`src/acp_defs.svh`:
```
/*
 Constants for the converter's serial command port: field positions of
 the command byte, register select codes, register widths and counts.
 Assumes inclusion by bare name from the design file only.
*/
`ifndef ACP_DEFS_SVH
`define ACP_DEFS_SVH

// command byte layout, first bit shifted is bit 7
`define ACP_CMD_RST     8'h00
`define ACP_GATE_BIT    7
`define ACP_SEL_HI_BIT  5
`define ACP_SEL_LO_BIT  4
`define ACP_DIR_BIT     3
`define ACP_CONTINUOUS_READ_BIT_BIT   2
`define ACP_CH_HI_BIT   1
`define ACP_CH_LO_BIT   0
`define ACP_CMD_LAST    3'h6

// register select codes
`define ACP_SEL_CMD     2'h0
`define ACP_SEL_MODE    2'h1
`define ACP_SEL_FILT    2'h2
`define ACP_SEL_DATA    2'h3

// register widths in bits
`define ACP_W_SHORT     5'h08
`define ACP_W_DATA      5'h18

// status ready flag position, low means result ready
`define ACP_RDY_BIT     7

// ones counted before the final one that resynchronises the part
`define ACP_RESYNC_LAST 5'h1F

`define ACP_FIFO_DEPTH  16

`endif

```
`src/acp_pkg.sv`:
```
/*
 Types for the converter's serial command port.
 Assumes acp_defs.svh supplies the numeric constants.
*/
package acp_pkg;

    typedef enum logic [4:0] {
        ACP_IDLE = 5'h01,
        ACP_CMD  = 5'h02,
        ACP_WR   = 5'h04,
        ACP_RD   = 5'h08,
        ACP_PUSH = 5'h10
    } acp_state_t;

    typedef struct packed {
        logic       write_gate;
        logic       fixed_zero;
        logic [1:0] reg_select;
        logic       read_dir;
        logic       continuous_read_bit;
        logic [1:0] input_select;
    } acp_cmd_t;

    typedef struct packed {
        logic [1:0]  reg_select;
        logic [23:0] data;
    } acp_wr_t;

endpackage

```
`src/acp_serial_port.sv`:
```
/*
 Serial command port of a sigma-delta converter plus the FIFO that
 carries written register words to the converter core.
 Assumes pins are asynchronous to core_clk and that the serial clock
 runs well below a quarter of core_clk.
*/
// How it works
// - pin goes low on conversion done
// - unread result: pin high before update
// - output changes on falling serial edge
// - chip select high: pin off, flag alive
// - status register carries the ready flag
// - input bits go to selected register
// - command register eight bits, write only
// - command picks direction and target register
// - transfer done returns to idle
// - idle after power-up and reset
// - 32 ones reset part and interface
// - command shifted most significant first
// - command fields and zero reset
// - select zero means command register
// - hold at gate bit until zero
// - direction zero write, one read
// - active-low chip select, may be tied
`timescale 1ns/1ps
`include "acp_defs.svh"

////////////////////////////////////////////////////////////////////////
module acp_fifo #(
    parameter int W = 26,
    parameter int D = 16
) (
    // clock and reset
    input  wire logic         core_clk,
    input  wire logic         srst,
    // fill side
    input  wire logic         in_valid,
    input  wire logic [W-1:0] in_data,
    output logic              in_ready,
    // drain side
    output logic              out_valid,
    output logic [W-1:0]      out_data,
    input  wire logic         out_ready
);
    localparam int AW = $clog2(D);

    logic [W-1:0] mem [D];
    logic [AW:0]  wp;
    logic [AW:0]  rp;
    logic [AW:0]  next_wp;
    logic [AW:0]  next_rp;
    logic         push;
    logic         pop;

    assign in_ready  = !((wp[AW-1:0] == rp[AW-1:0]) && (wp[AW] != rp[AW]));
    assign out_valid = (wp != rp);
    assign out_data  = mem[rp[AW-1:0]];
    assign push      = in_valid && in_ready;
    assign pop       = out_valid && out_ready;

    always_comb begin
        next_wp = wp + {{AW{1'b0}}, push};
        next_rp = rp + {{AW{1'b0}}, pop};
    end

    always_ff @(posedge core_clk) begin
        if (srst) begin
            wp <= '0;
            rp <= '0;
        end else begin
            wp <= next_wp;
            rp <= next_rp;
        end
    end

    // storage needs no reset, pointers guard it
    always_ff @(posedge core_clk) begin
        if (push) begin
            mem[wp[AW-1:0]] <= in_data;
        end
    end
endmodule

////////////////////////////////////////////////////////////////////////
module acp_serial_port (
    // clock and reset
    input  wire logic            core_clk,
    input  wire logic            srst,
    // serial pins
    input  wire logic            sclk_pin,
    input  wire logic            cs_n_pin,
    input  wire logic            din_pin,
    output logic                 dout_o,
    output logic                 dout_oe,
    // converter core
    input  wire logic            conv_done,
    input  wire logic            upd_soon,
    input  wire logic [23:0]     conv_result,
    input  wire logic [6:0]      status_aux,
    input  wire logic [7:0]      mode_val,
    input  wire logic [7:0]      filter_val,
    output logic                 part_reset,
    // command register fields
    output logic                 continuous_read_bit,
    output logic [1:0]           input_select,
    // written register words
    output logic                 wr_valid,
    output acp_pkg::acp_wr_t     wr_word,
    input  wire logic            wr_ready
);
    import acp_pkg::*;

    logic [1:0]  sclk_sync;
    logic [1:0]  cs_sync;
    logic [1:0]  din_sync;
    logic        sclk_d;
    logic        rise;
    logic        fall;
    logic        cs_hi;
    logic        din;

    acp_state_t  state;
    acp_state_t  next_state;
    acp_cmd_t    cmd;
    acp_cmd_t    next_cmd;
    acp_cmd_t    cmd_new;
    logic [4:0]  cnt;
    logic [4:0]  next_cnt;
    logic [4:0]  ones;
    logic [4:0]  next_ones;
    logic [23:0] in_sh;
    logic [23:0] next_in_sh;
    logic [23:0] out_sh;
    logic [23:0] next_out_sh;
    logic        dout_q;
    logic        next_dout_q;
    acp_wr_t     wr_hold;
    acp_wr_t     next_wr_hold;
    logic        resync;
    logic        next_part_reset;
    logic        rd_clr;
    logic        ready;
    logic        next_ready;
    logic        fifo_in_ready;
    logic [23:0] shifted;

    ////////////////////////////////////////////////////////////////////
    function automatic logic [4:0] reg_width(input logic [1:0] sel);
        reg_width = (sel == `ACP_SEL_DATA) ? `ACP_W_DATA : `ACP_W_SHORT;
    endfunction

    // left aligned so the msb always leaves from bit 23
    function automatic logic [23:0] rd_value(input logic [1:0] sel,
                                             input logic       rdy);
        unique case (sel)
            `ACP_SEL_CMD:  rd_value = {~rdy, status_aux, 16'h0000};
            `ACP_SEL_MODE: rd_value = {mode_val, 16'h0000};
            `ACP_SEL_FILT: rd_value = {filter_val, 16'h0000};
            `ACP_SEL_DATA: rd_value = conv_result;
        endcase
    endfunction

    ////////////////////////////////////////////////////////////////////
    // pins are asynchronous: two flops before any use
    always_ff @(posedge core_clk) begin
        if (srst) begin
            // serial clock idles high: reset there, no false rise
            sclk_sync <= 2'h3;
            cs_sync   <= 2'h3;
            din_sync  <= 2'h0;
            sclk_d    <= 1'b1;
        end else begin
            sclk_sync <= {sclk_sync[0], sclk_pin};
            cs_sync   <= {cs_sync[0], cs_n_pin};
            din_sync  <= {din_sync[0], din_pin};
            sclk_d    <= sclk_sync[1];
        end
    end

    assign rise  = sclk_sync[1] && !sclk_d;
    assign fall  = !sclk_sync[1] && sclk_d;
    assign cs_hi = cs_sync[1];
    assign din   = din_sync[1];

    assign shifted = {in_sh[22:0], din};
    assign cmd_new = acp_cmd_t'({1'b0, shifted[6:0]});
    assign resync  = !cs_hi && rise && din && (ones == `ACP_RESYNC_LAST);

    ////////////////////////////////////////////////////////////////////
    // interface sequencer
    always_comb begin
        next_state      = state;
        next_cmd        = cmd;
        next_cnt        = cnt;
        next_in_sh      = in_sh;
        next_out_sh     = out_sh;
        next_wr_hold    = wr_hold;
        next_part_reset = 1'b0;
        rd_clr          = 1'b0;
        next_ones       = ones;
        if (!cs_hi && rise) begin
            next_ones = din ? ones + 5'h01 : 5'h00;
        end
        if (resync) begin
            next_state      = ACP_IDLE;
            next_cmd        = acp_cmd_t'(`ACP_CMD_RST);
            next_ones       = 5'h00;
            next_part_reset = 1'b1;
        end else if (state == ACP_PUSH) begin
            // a full fifo holds the sequencer here
            if (fifo_in_ready) begin
                next_state = ACP_IDLE;
            end
        end else if (cs_hi) begin
            next_state = ACP_IDLE;
        end else if (rise) begin
            unique case (state)
                ACP_IDLE: begin
                    if (!din) begin
                        next_state = ACP_CMD;
                        next_cnt   = 5'h00;
                    end
                end
                ACP_CMD: begin
                    next_in_sh = shifted;
                    next_cnt   = cnt + 5'h01;
                    if (cnt[2:0] == `ACP_CMD_LAST) begin
                        next_cmd = cmd_new;
                        next_cnt = 5'h00;
                        if (cmd_new.read_dir) begin
                            next_state  = ACP_RD;
                            next_out_sh = rd_value(cmd_new.reg_select, ready);
                        end else if (cmd_new.reg_select == `ACP_SEL_CMD) begin
                            next_state = ACP_IDLE;
                        end else begin
                            next_state = ACP_WR;
                        end
                    end
                end
                ACP_WR: begin
                    next_in_sh = shifted;
                    next_cnt   = cnt + 5'h01;
                    if (cnt == reg_width(cmd.reg_select) - 5'h01) begin
                        next_wr_hold.reg_select = cmd.reg_select;
                        next_wr_hold.data = (cmd.reg_select == `ACP_SEL_DATA) ?
                                            shifted : {16'h0000, shifted[7:0]};
                        next_state = ACP_PUSH;
                    end
                end
                ACP_RD: begin
                    next_cnt = cnt + 5'h01;
                    if (cnt == reg_width(cmd.reg_select) - 5'h01) begin
                        next_state = ACP_IDLE;
                        rd_clr     = (cmd.reg_select == `ACP_SEL_DATA);
                    end
                end
                default: next_state = ACP_IDLE;
            endcase
        end else if (fall && state == ACP_RD) begin
            next_out_sh = {out_sh[22:0], 1'b0};
        end
    end

    always_ff @(posedge core_clk) begin
        if (srst) begin
            state      <= ACP_IDLE;
            cmd        <= acp_cmd_t'(`ACP_CMD_RST);
            cnt        <= 5'h00;
            ones       <= 5'h00;
            in_sh      <= 24'h000000;
            out_sh     <= 24'h000000;
            wr_hold    <= '0;
            part_reset <= 1'b0;
        end else begin
            state      <= next_state;
            cmd        <= next_cmd;
            cnt        <= next_cnt;
            ones       <= next_ones;
            in_sh      <= next_in_sh;
            out_sh     <= next_out_sh;
            wr_hold    <= next_wr_hold;
            part_reset <= next_part_reset;
        end
    end

    assign continuous_read_bit = cmd.continuous_read_bit;
    assign input_select        = cmd.input_select;

    ////////////////////////////////////////////////////////////////////
    // ready flag and shared pin; a new result beats any clear
    always_comb begin
        next_ready  = ready;
        next_dout_q = dout_q;
        if (upd_soon || rd_clr || resync) begin
            next_ready = 1'b0;
        end
        if (conv_done) begin
            next_ready = 1'b1;
        end
        if (state == ACP_RD) begin
            if (fall) begin
                next_dout_q = out_sh[23];
            end
        end else begin
            next_dout_q = ~ready;
        end
    end

    always_ff @(posedge core_clk) begin
        if (srst) begin
            ready  <= 1'b0;
            dout_q <= 1'b1;
        end else begin
            ready  <= next_ready;
            dout_q <= next_dout_q;
        end
    end

    assign dout_o  = dout_q;
    assign dout_oe = !cs_hi;

    ////////////////////////////////////////////////////////////////////
    acp_fifo #(
        .W ($bits(acp_wr_t)),
        .D (`ACP_FIFO_DEPTH)
    ) u_fifo (
        .core_clk  (core_clk),
        .srst      (srst),
        .in_valid  (state == ACP_PUSH),
        .in_data   (wr_hold),
        .in_ready  (fifo_in_ready),
        .out_valid (wr_valid),
        .out_data  (wr_word),
        .out_ready (wr_ready)
    );
endmodule

```
`config.mk`:
```
export PLATFORM = sky130hd
export DESIGN_NAME = acp_serial_port
export DESIGN_NICKNAME = d
export VERILOG_FILES = /design/src/acp_pkg.sv /design/src/acp_serial_port.sv
export VERILOG_INCLUDE_DIRS = /design/src
export SDC_FILE = /design/constraint.sdc
export NUM_CORES = 1
export LEC_CHECK = 0
export ABC_CLOCK_PERIOD_IN_PS = 9120
export BUFFER_PORTS_ARGS = -buffer_cell sky130_fd_sc_hd__buf_2
export CAP_MARGIN = 20
export CELL_PAD_IN_SITES_DETAIL_PLACEMENT = 0
export CELL_PAD_IN_SITES_GLOBAL_PLACEMENT = 2
export CORE_UTILIZATION = 45
export DETAILED_ROUTE_END_ITERATION = 10
export PLACE_DENSITY = 0.83
export SYNTH_ARGS = -nofsm -noshare
export SYNTH_HDL_FRONTEND = slang
export SYNTH_SLANG_ARGS = --single-unit
```
`constraint.sdc`:
```
create_clock -name core_clk -period 9.12 [get_ports core_clk]
set_clock_uncertainty 0.2 [all_clocks]
set_input_delay 0 -clock core_clk [delete_from_list [all_inputs] [get_ports core_clk]]
set_output_delay 0 -clock core_clk [all_outputs]
set_load 0.03 [all_outputs]
```
# After elaboration in Yosys (flattened, before gate mapping)
# Memories as Yosys holds them, arrays and structs flattened. A register that Yosys moved wholly into a read port is not among the register bits.
# Index checks and enable logic that the tools add are counted.
word_totals:
  reg_bits: 113
  ramBits: 416
  in_bits: 55
  out_inout_bits: 33
  word_cells: 120
  mem_count: 1
classes:
  addsub: 5
  n_eq_ne: 25
  mux: 37
  n_bitwise: 4
  reduce_logical: 29
mem_list:
  columns: ["memory", "depth", "width", "read_ports", "rd_ports_with_merged_regs", "write_ports", "line", "rtl"]
  rows:
  - ["u_fifo.mem", 16, 26, 1, 1, 1, "acp_serial_port.sv:47", "logic [W-1:0] mem [D];"]
ops:
  columns: ["cell", "n"]
  rows:
  - ["two-way mux 24 bit", 6]
  - ["case mux 24 bit (4 select lines)", 1]
  - ["two-way mux 5 bit", 12]
  - ["case mux 5 bit (4 select lines)", 1]
  - ["AND reduction 6 bit", 3]
  - ["inequality test 4 x 3 -> 1 bit, second input constant", 4]
  - ["case mux 5 bit (3 select lines)", 1]
  - ["two-way mux 1 bit", 13]
  - ["adder 5 x 1 -> 5 bit", 2]
  - ["adder 5 x 1 -> 5 bit, second input constant", 2]
  - ["== test 5 bit, second input constant", 2]
  - ["AND reduction 5 bit", 2]
  - ["logical AND 1 bit", 9]
  - ["two-way mux 4 bit", 2]
  - ["AND reduction 7 bit", 1]
  - ["== test 2 bit, second input constant", 3]
  - ["inequality test 2 x 1 -> 1 bit, second input constant", 3]
  - ["inequality test 2 bit, second input constant", 3]
  - ["nonzero test 3 bit", 2]
  - ["OR reduction 2 bit", 3]
  - ["== test 5 x 1 -> 1 bit, second input constant", 1]
  - ["== test 5 x 2 -> 1 bit, second input constant", 1]
  - ["== test 5 x 3 -> 1 bit, second input constant", 1]
  - ["== test 5 x 4 -> 1 bit, second input constant", 1]
  - ["13 further kinds", 21]

# Longest topological paths before layout
depth:
  depth_word: 14
  mapped_depth: 10
  ltp_nobuf: 9

# Hierarchy
# Synthesis repeated with hierarchy kept, for this count alone.
hier_totals:
  cells_unflattened: 1279
  hier_area_um2: 21155.3
modules_own_cells:
  columns: ["module", "instances", "cells_per_inst", "area_per_inst_um2", "seq_area_each_um2"]
  rows:
  - ["acp_fifo", 1, 767, 16625.9, 12692.2]
  - ["acp_serial_port", 1, 512, 4529.3, 2062.0]

# Worst setup path before layout
# No wires, ideal clock.
synth_timing:
  path_kind: "register -> register"
  startpoint: "register state[2]"
  endpoint: "memory u_fifo.mem[12][0], enable pin"
  setup_ns: 0.442
  arrival_time_ns: 3.328
  required_ns: 8.478
  setup_slack_ns: 5.150
  stages_incl_launch_ff: 7
  path_buffers: 1
  synth_period_minus_slack_ns: 3.970
  cell_sequence: "dfxtp_1 -> buf_6 -> or4b_4 -> nor2_1 -> a21boi_2 -> nand3_1 -> nor3_1"
synth_between:
  elab_chain_cells: 4
synth_rtl:
  columns: ["item", "line", "rtl"]
  rows:
  - ["start: declaration", "acp_serial_port.sv:122", "acp_state_t state;"]
  - ["start signal: assignment", "acp_serial_port.sv:275", "state <= next_state;"]
  - ["== test 5 bit", "acp_serial_port.sv:329", ".in_valid (state == ACP_PUSH),"]
  - ["logical AND 1 bit", "acp_serial_port.sv:58", "assign push = in_valid && in_ready;"]
  - ["two-way mux 1 bit", "acp_serial_port.sv:78", "if (push) begin"]
  - ["two-way mux 1 bit (implied by the code)", "acp_serial_port.sv:79", "mem[wp[AW-1:0]] <= in_data;"]
  - ["end: declaration", "acp_serial_port.sv:47", null]
# No other way between the ends.

==> metrics <==
vias in the first global route roughly 11000; final antenna diode count 0; Slew @ Worst Pin 1.141 ns; drt first pass iters 7; Final HPWL DP 24480 µm; clk slew on worst S/H paths ~0.06 ns; # nets final 1433; GR Layer Usage met3 under 10%; cts hold-fix bufs 45; Crit Path Class register to output pin; first-pass GRT wire length just under 70000 µm; Setup WS post-layout 5.386 ns; Hold/Removal Path Class primary input to register; flop-to-flop setup slack about 5.5 ns; Final Max Slew Viols 0; CTS tree yes; routed len/inst about 22 µm; footprint of the multi-input gates between 5000 and 6000 µm²; final hold viol count 0; Slew headroom between 20% and 30%; Tot GR Track Use roughly a fifth; clock buffer depth 3; share of post-route cells with drive strength above 1 a little under a quarter; GR met2 Demand/Resource approximately a third; RSZ-0062 raised after global routing false; Leak 7.657 nW; crit start category register; largest net degree at the start of global routing 69; final wirelength ~45000 µm; combinational power share under 10%; Top-Level Pins ~90; ys async rst share 0%; Clk pwr share 44.8%; routability cong. ~0.80; initial antenna violation count 0; Worst Path Max Fanout 39; Die Ht 217.2 µm; setup tns final 0 ns; fillers between 3000 and 4000; CTS resizes 0; # setup viols final 0; Root Buffer clkbuf_16; 1st-iter DRT viols between 700 and 800; max-cap viol count 0; f_max between 0.2 and 0.3 GHz; Mapped Nets around 1300; Switching Share a little under a fifth; Remaining DRCs 0; crit path capture type output pin; met1 Use GR 26.74%; Post-synth EDFFs 416; TritonCTS buffer count between 50 and 60; min cycle time layout approximately 3.7 ns; Top Usage Layer GRT met2; Syn Area/Cell 16.77 µm²; Worst-Skew Late Latency 0.59 ns; Synth-to-Final Area Change 16.04%; Arrival @ worst endpoint 3.53 ns; row cnt between 70 and 80; largest family of logic cells by synthesized area multiplexers; net switching power around 900 µW; Vias approximately 11000; Post-Synth Simple-Gate Area under 10%; Pint approximately 3.8 mW; Seq/Total Area, Yosys a little over two thirds; Synth Register Bits approximately 530; mux cell area share after synthesis ~15%; H-tree Lvls 2; antenna-violating nets left 0; mapped cell area between 20000 and 25000 µm²; die span in x between 200 and 250 µm; Peak supply drop 0.1424 mV; Post-Synth XOR/XNOR Area less than 1%; gr ovfl total 0; dpl ws 5.433 ns; Synth cell types 54; Cells after Synth around 1200; sequential share of power between 50% and 60%; clock sink count between 500 and 600; status completed; power per cell area slightly below 200 nW/µm²; Core Box Area between 40000 and 50000 µm²; die area 47180 µm²; Synth Area in Compound Gates under 10%; Tot Pwr approximately 4.7 mW; IO buf count 87; vias per cell 5.632; setup bufs post-CTS 0; Initial Util a little under half; ys flop type edfxtp_1; Critical Path RT 8.92 ns; Final Cycle Share approximately two fifths; Yosys warning total 0; register area 14770 µm²; Adder-Cell Fraction of Synth Area less than 1%
synthesized netlist by cell type, types with 2 or more instances:
cell type | count | area (µm²)
edfxtp_1 | 416 | 12490
nor4_1 | 2 | 12.51
a22oi_1 | 17 | 127.6
mux2i_1 | 57 | 570.6
and2_1 | 5 | 31.28
a211oi_1 | 46 | 345.3
dfxtp_1 | 113 | 2262
buf_4 | 6 | 45.04
o41ai_1 | 2 | 17.52
buf_1 | 5 | 18.77
xor2_1 | 11 | 96.34
or2_2 | 6 | 37.54
nand3_1 | 31 | 155.2
inv_1 | 4 | 15.01
nand4_1 | 4 | 25.02
nor3_1 | 9 | 45.04
o21ai_0 | 8 | 40.04
mux4_2 | 111 | 2500
xnor2_1 | 2 | 17.52
nand2b_1 | 8 | 50.05
nor3_2 | 2 | 20.02
nor2_1 | 80 | 300.3
ha_1 | 8 | 100.1
o311ai_0 | 2 | 17.52
nand3b_1 | 6 | 45.04
and4_1 | 2 | 17.52
and3_1 | 6 | 37.54
clkbuf_1 | 51 | 191.4
buf_2 | 23 | 115.1
or3_1 | 2 | 12.51
o211ai_1 | 3 | 22.52
a311oi_1 | 7 | 61.31
nand2_1 | 65 | 244.0
o2bb2ai_1 | 3 | 26.28
a21oi_1 | 62 | 310.3
nor2b_1 | 39 | 244.0
a31oi_1 | 2 | 12.51
cells in the final DEF, fill, tap and decap left out, types with 3 or more instances in the layout:
cell type | Yosys | routed
nor2b_1 | 39 | 39
a311oi_1 | 7 | 7
nand2b_1 | 8 | 8
mux2i_1 | 57 | 57
mux4_2 | 111 | 111
nor2_4 | 0 | 8
bufinv_16 | 0 | 5
nor3_1 | 9 | 6
xor2_1 | 11 | 11
clkbuf_1 | 51 | 14
a22oi_1 | 17 | 17
nand3b_1 | 6 | 6
nor2_1 | 80 | 68
edfxtp_1 | 416 | 416
and2_1 | 5 | 5
nor3_2 | 2 | 4
clkinv_2 | 0 | 5
nor2_2 | 0 | 4
clkbuf_16 | 0 | 53
a211oi_1 | 46 | 46
buf_2 | 23 | 86
o21ai_0 | 8 | 8
dfxtp_1 | 113 | 109
clkbuf_8 | 0 | 5
inv_1 | 4 | 4
buf_4 | 6 | 27
and3_1 | 6 | 6
a21oi_1 | 62 | 62
dlygate4sd3_1 | 0 | 45
nand2_1 | 65 | 65
dfxtp_4 | 0 | 3
ha_1 | 8 | 8
o211ai_1 | 3 | 3
clkinv_1 | 0 | 11
nand4_1 | 4 | 4
nand3_1 | 31 | 31
o2bb2ai_1 | 3 | 3
or2_2 | 6 | 6
per-stage QoR:
stage	hold WS, ns	cells	utilization (%)	instance area [µm²]
floorplan	-0.09619	1243	-	20840
global placement	-0.01561	1869	48.20	21970
detailed placement	-0.01302	1869	48.20	21970
CTS	0.01519	2010	52.95	24130
global route	0.06447	2012	53.07	24190
finish	0.04804	2012	53.07	24190
path summary, 6_finish.rpt:
kind / startpoint / cells after the start / endpoint
hold / removal: upd_soon / 4 / ready
setup / recovery: u_fifo.rp[0] / 6 / wr_word[1]
setup reg to reg: state[2] / 6 / u_fifo.mem[8][5]
hold reg to reg: sclk_sync[0] / 1 / sclk_sync[1]
layer usage:
| layer | routed length [µm] | part of all wire [%] |
|---|---|---|
| met2 | 21840 | 49 |
| met4 | 881 | 2.0 |
| met3 | 2225 | 5.0 |
| met1 | 19640 | 44 |
| met5 | 0 | 0 |
final cells by class:
type / instances / area share, %
Sequential cell: 529 / 61.06
Multi-Input combinational cell: 623 / 23.99
Clock buffer: 72 / 5.986
Timing Repair Buffer: 160 / 4.708
Tap cell: 600 / 3.104
Clock inverter: 24 / 1.092
Inverter: 4 / 0.06208
power by group through the flow:
stage / sequential, mW / combinational, mW / clock (mW)
2_1_floorplan: 2.62 / 0.0184 / 0
3_3_place_gp: 2.62 / 0.0353 / 0
3_5_place_dp: 2.62 / 0.0355 / 0
4_1_cts: 2.57 / 0.0501 / 2.17
5_1_grt: 2.57 / 0.0556 / 2.26
6_report: 2.57 / 0.0512 / 2.13
worst max-delay path, cell delays in order, from the launching register on:
cell and delay [ns]:
dfxtp_4 0.78, buf_4 0.76, mux4_2 0.59, nor2b_1 0.14, a211oi_1 0.27, a21oi_1 0.14
buf_2 0.26
state kept, by name, summed over array words and instances, names as in the netlist, 2 cells and up:
register,count
input_select,2
sclk_sync,2
u_fifo.mem,416
in_sh,23
cnt,5
din_sync,2
u_fifo.wp,5
wr_hold,26
state,5
ones,5
out_sh,24
cs_sync,2
u_fifo.rp,5
cmd,2
cell families after synthesis:
| kind of cell | after synthesis |
|---|---|
| buffers and inverters | 91 |
| muxes | 169 |
| and+or+nand+nor | 274 |
| DFF | 529 |
| xor gates and xnor gates | 13 |
| adders and majority gates | 8 |
| AOI/OAI and AO/OA | 159 |
Note: power is estimated with default switching activity, not from simulation.
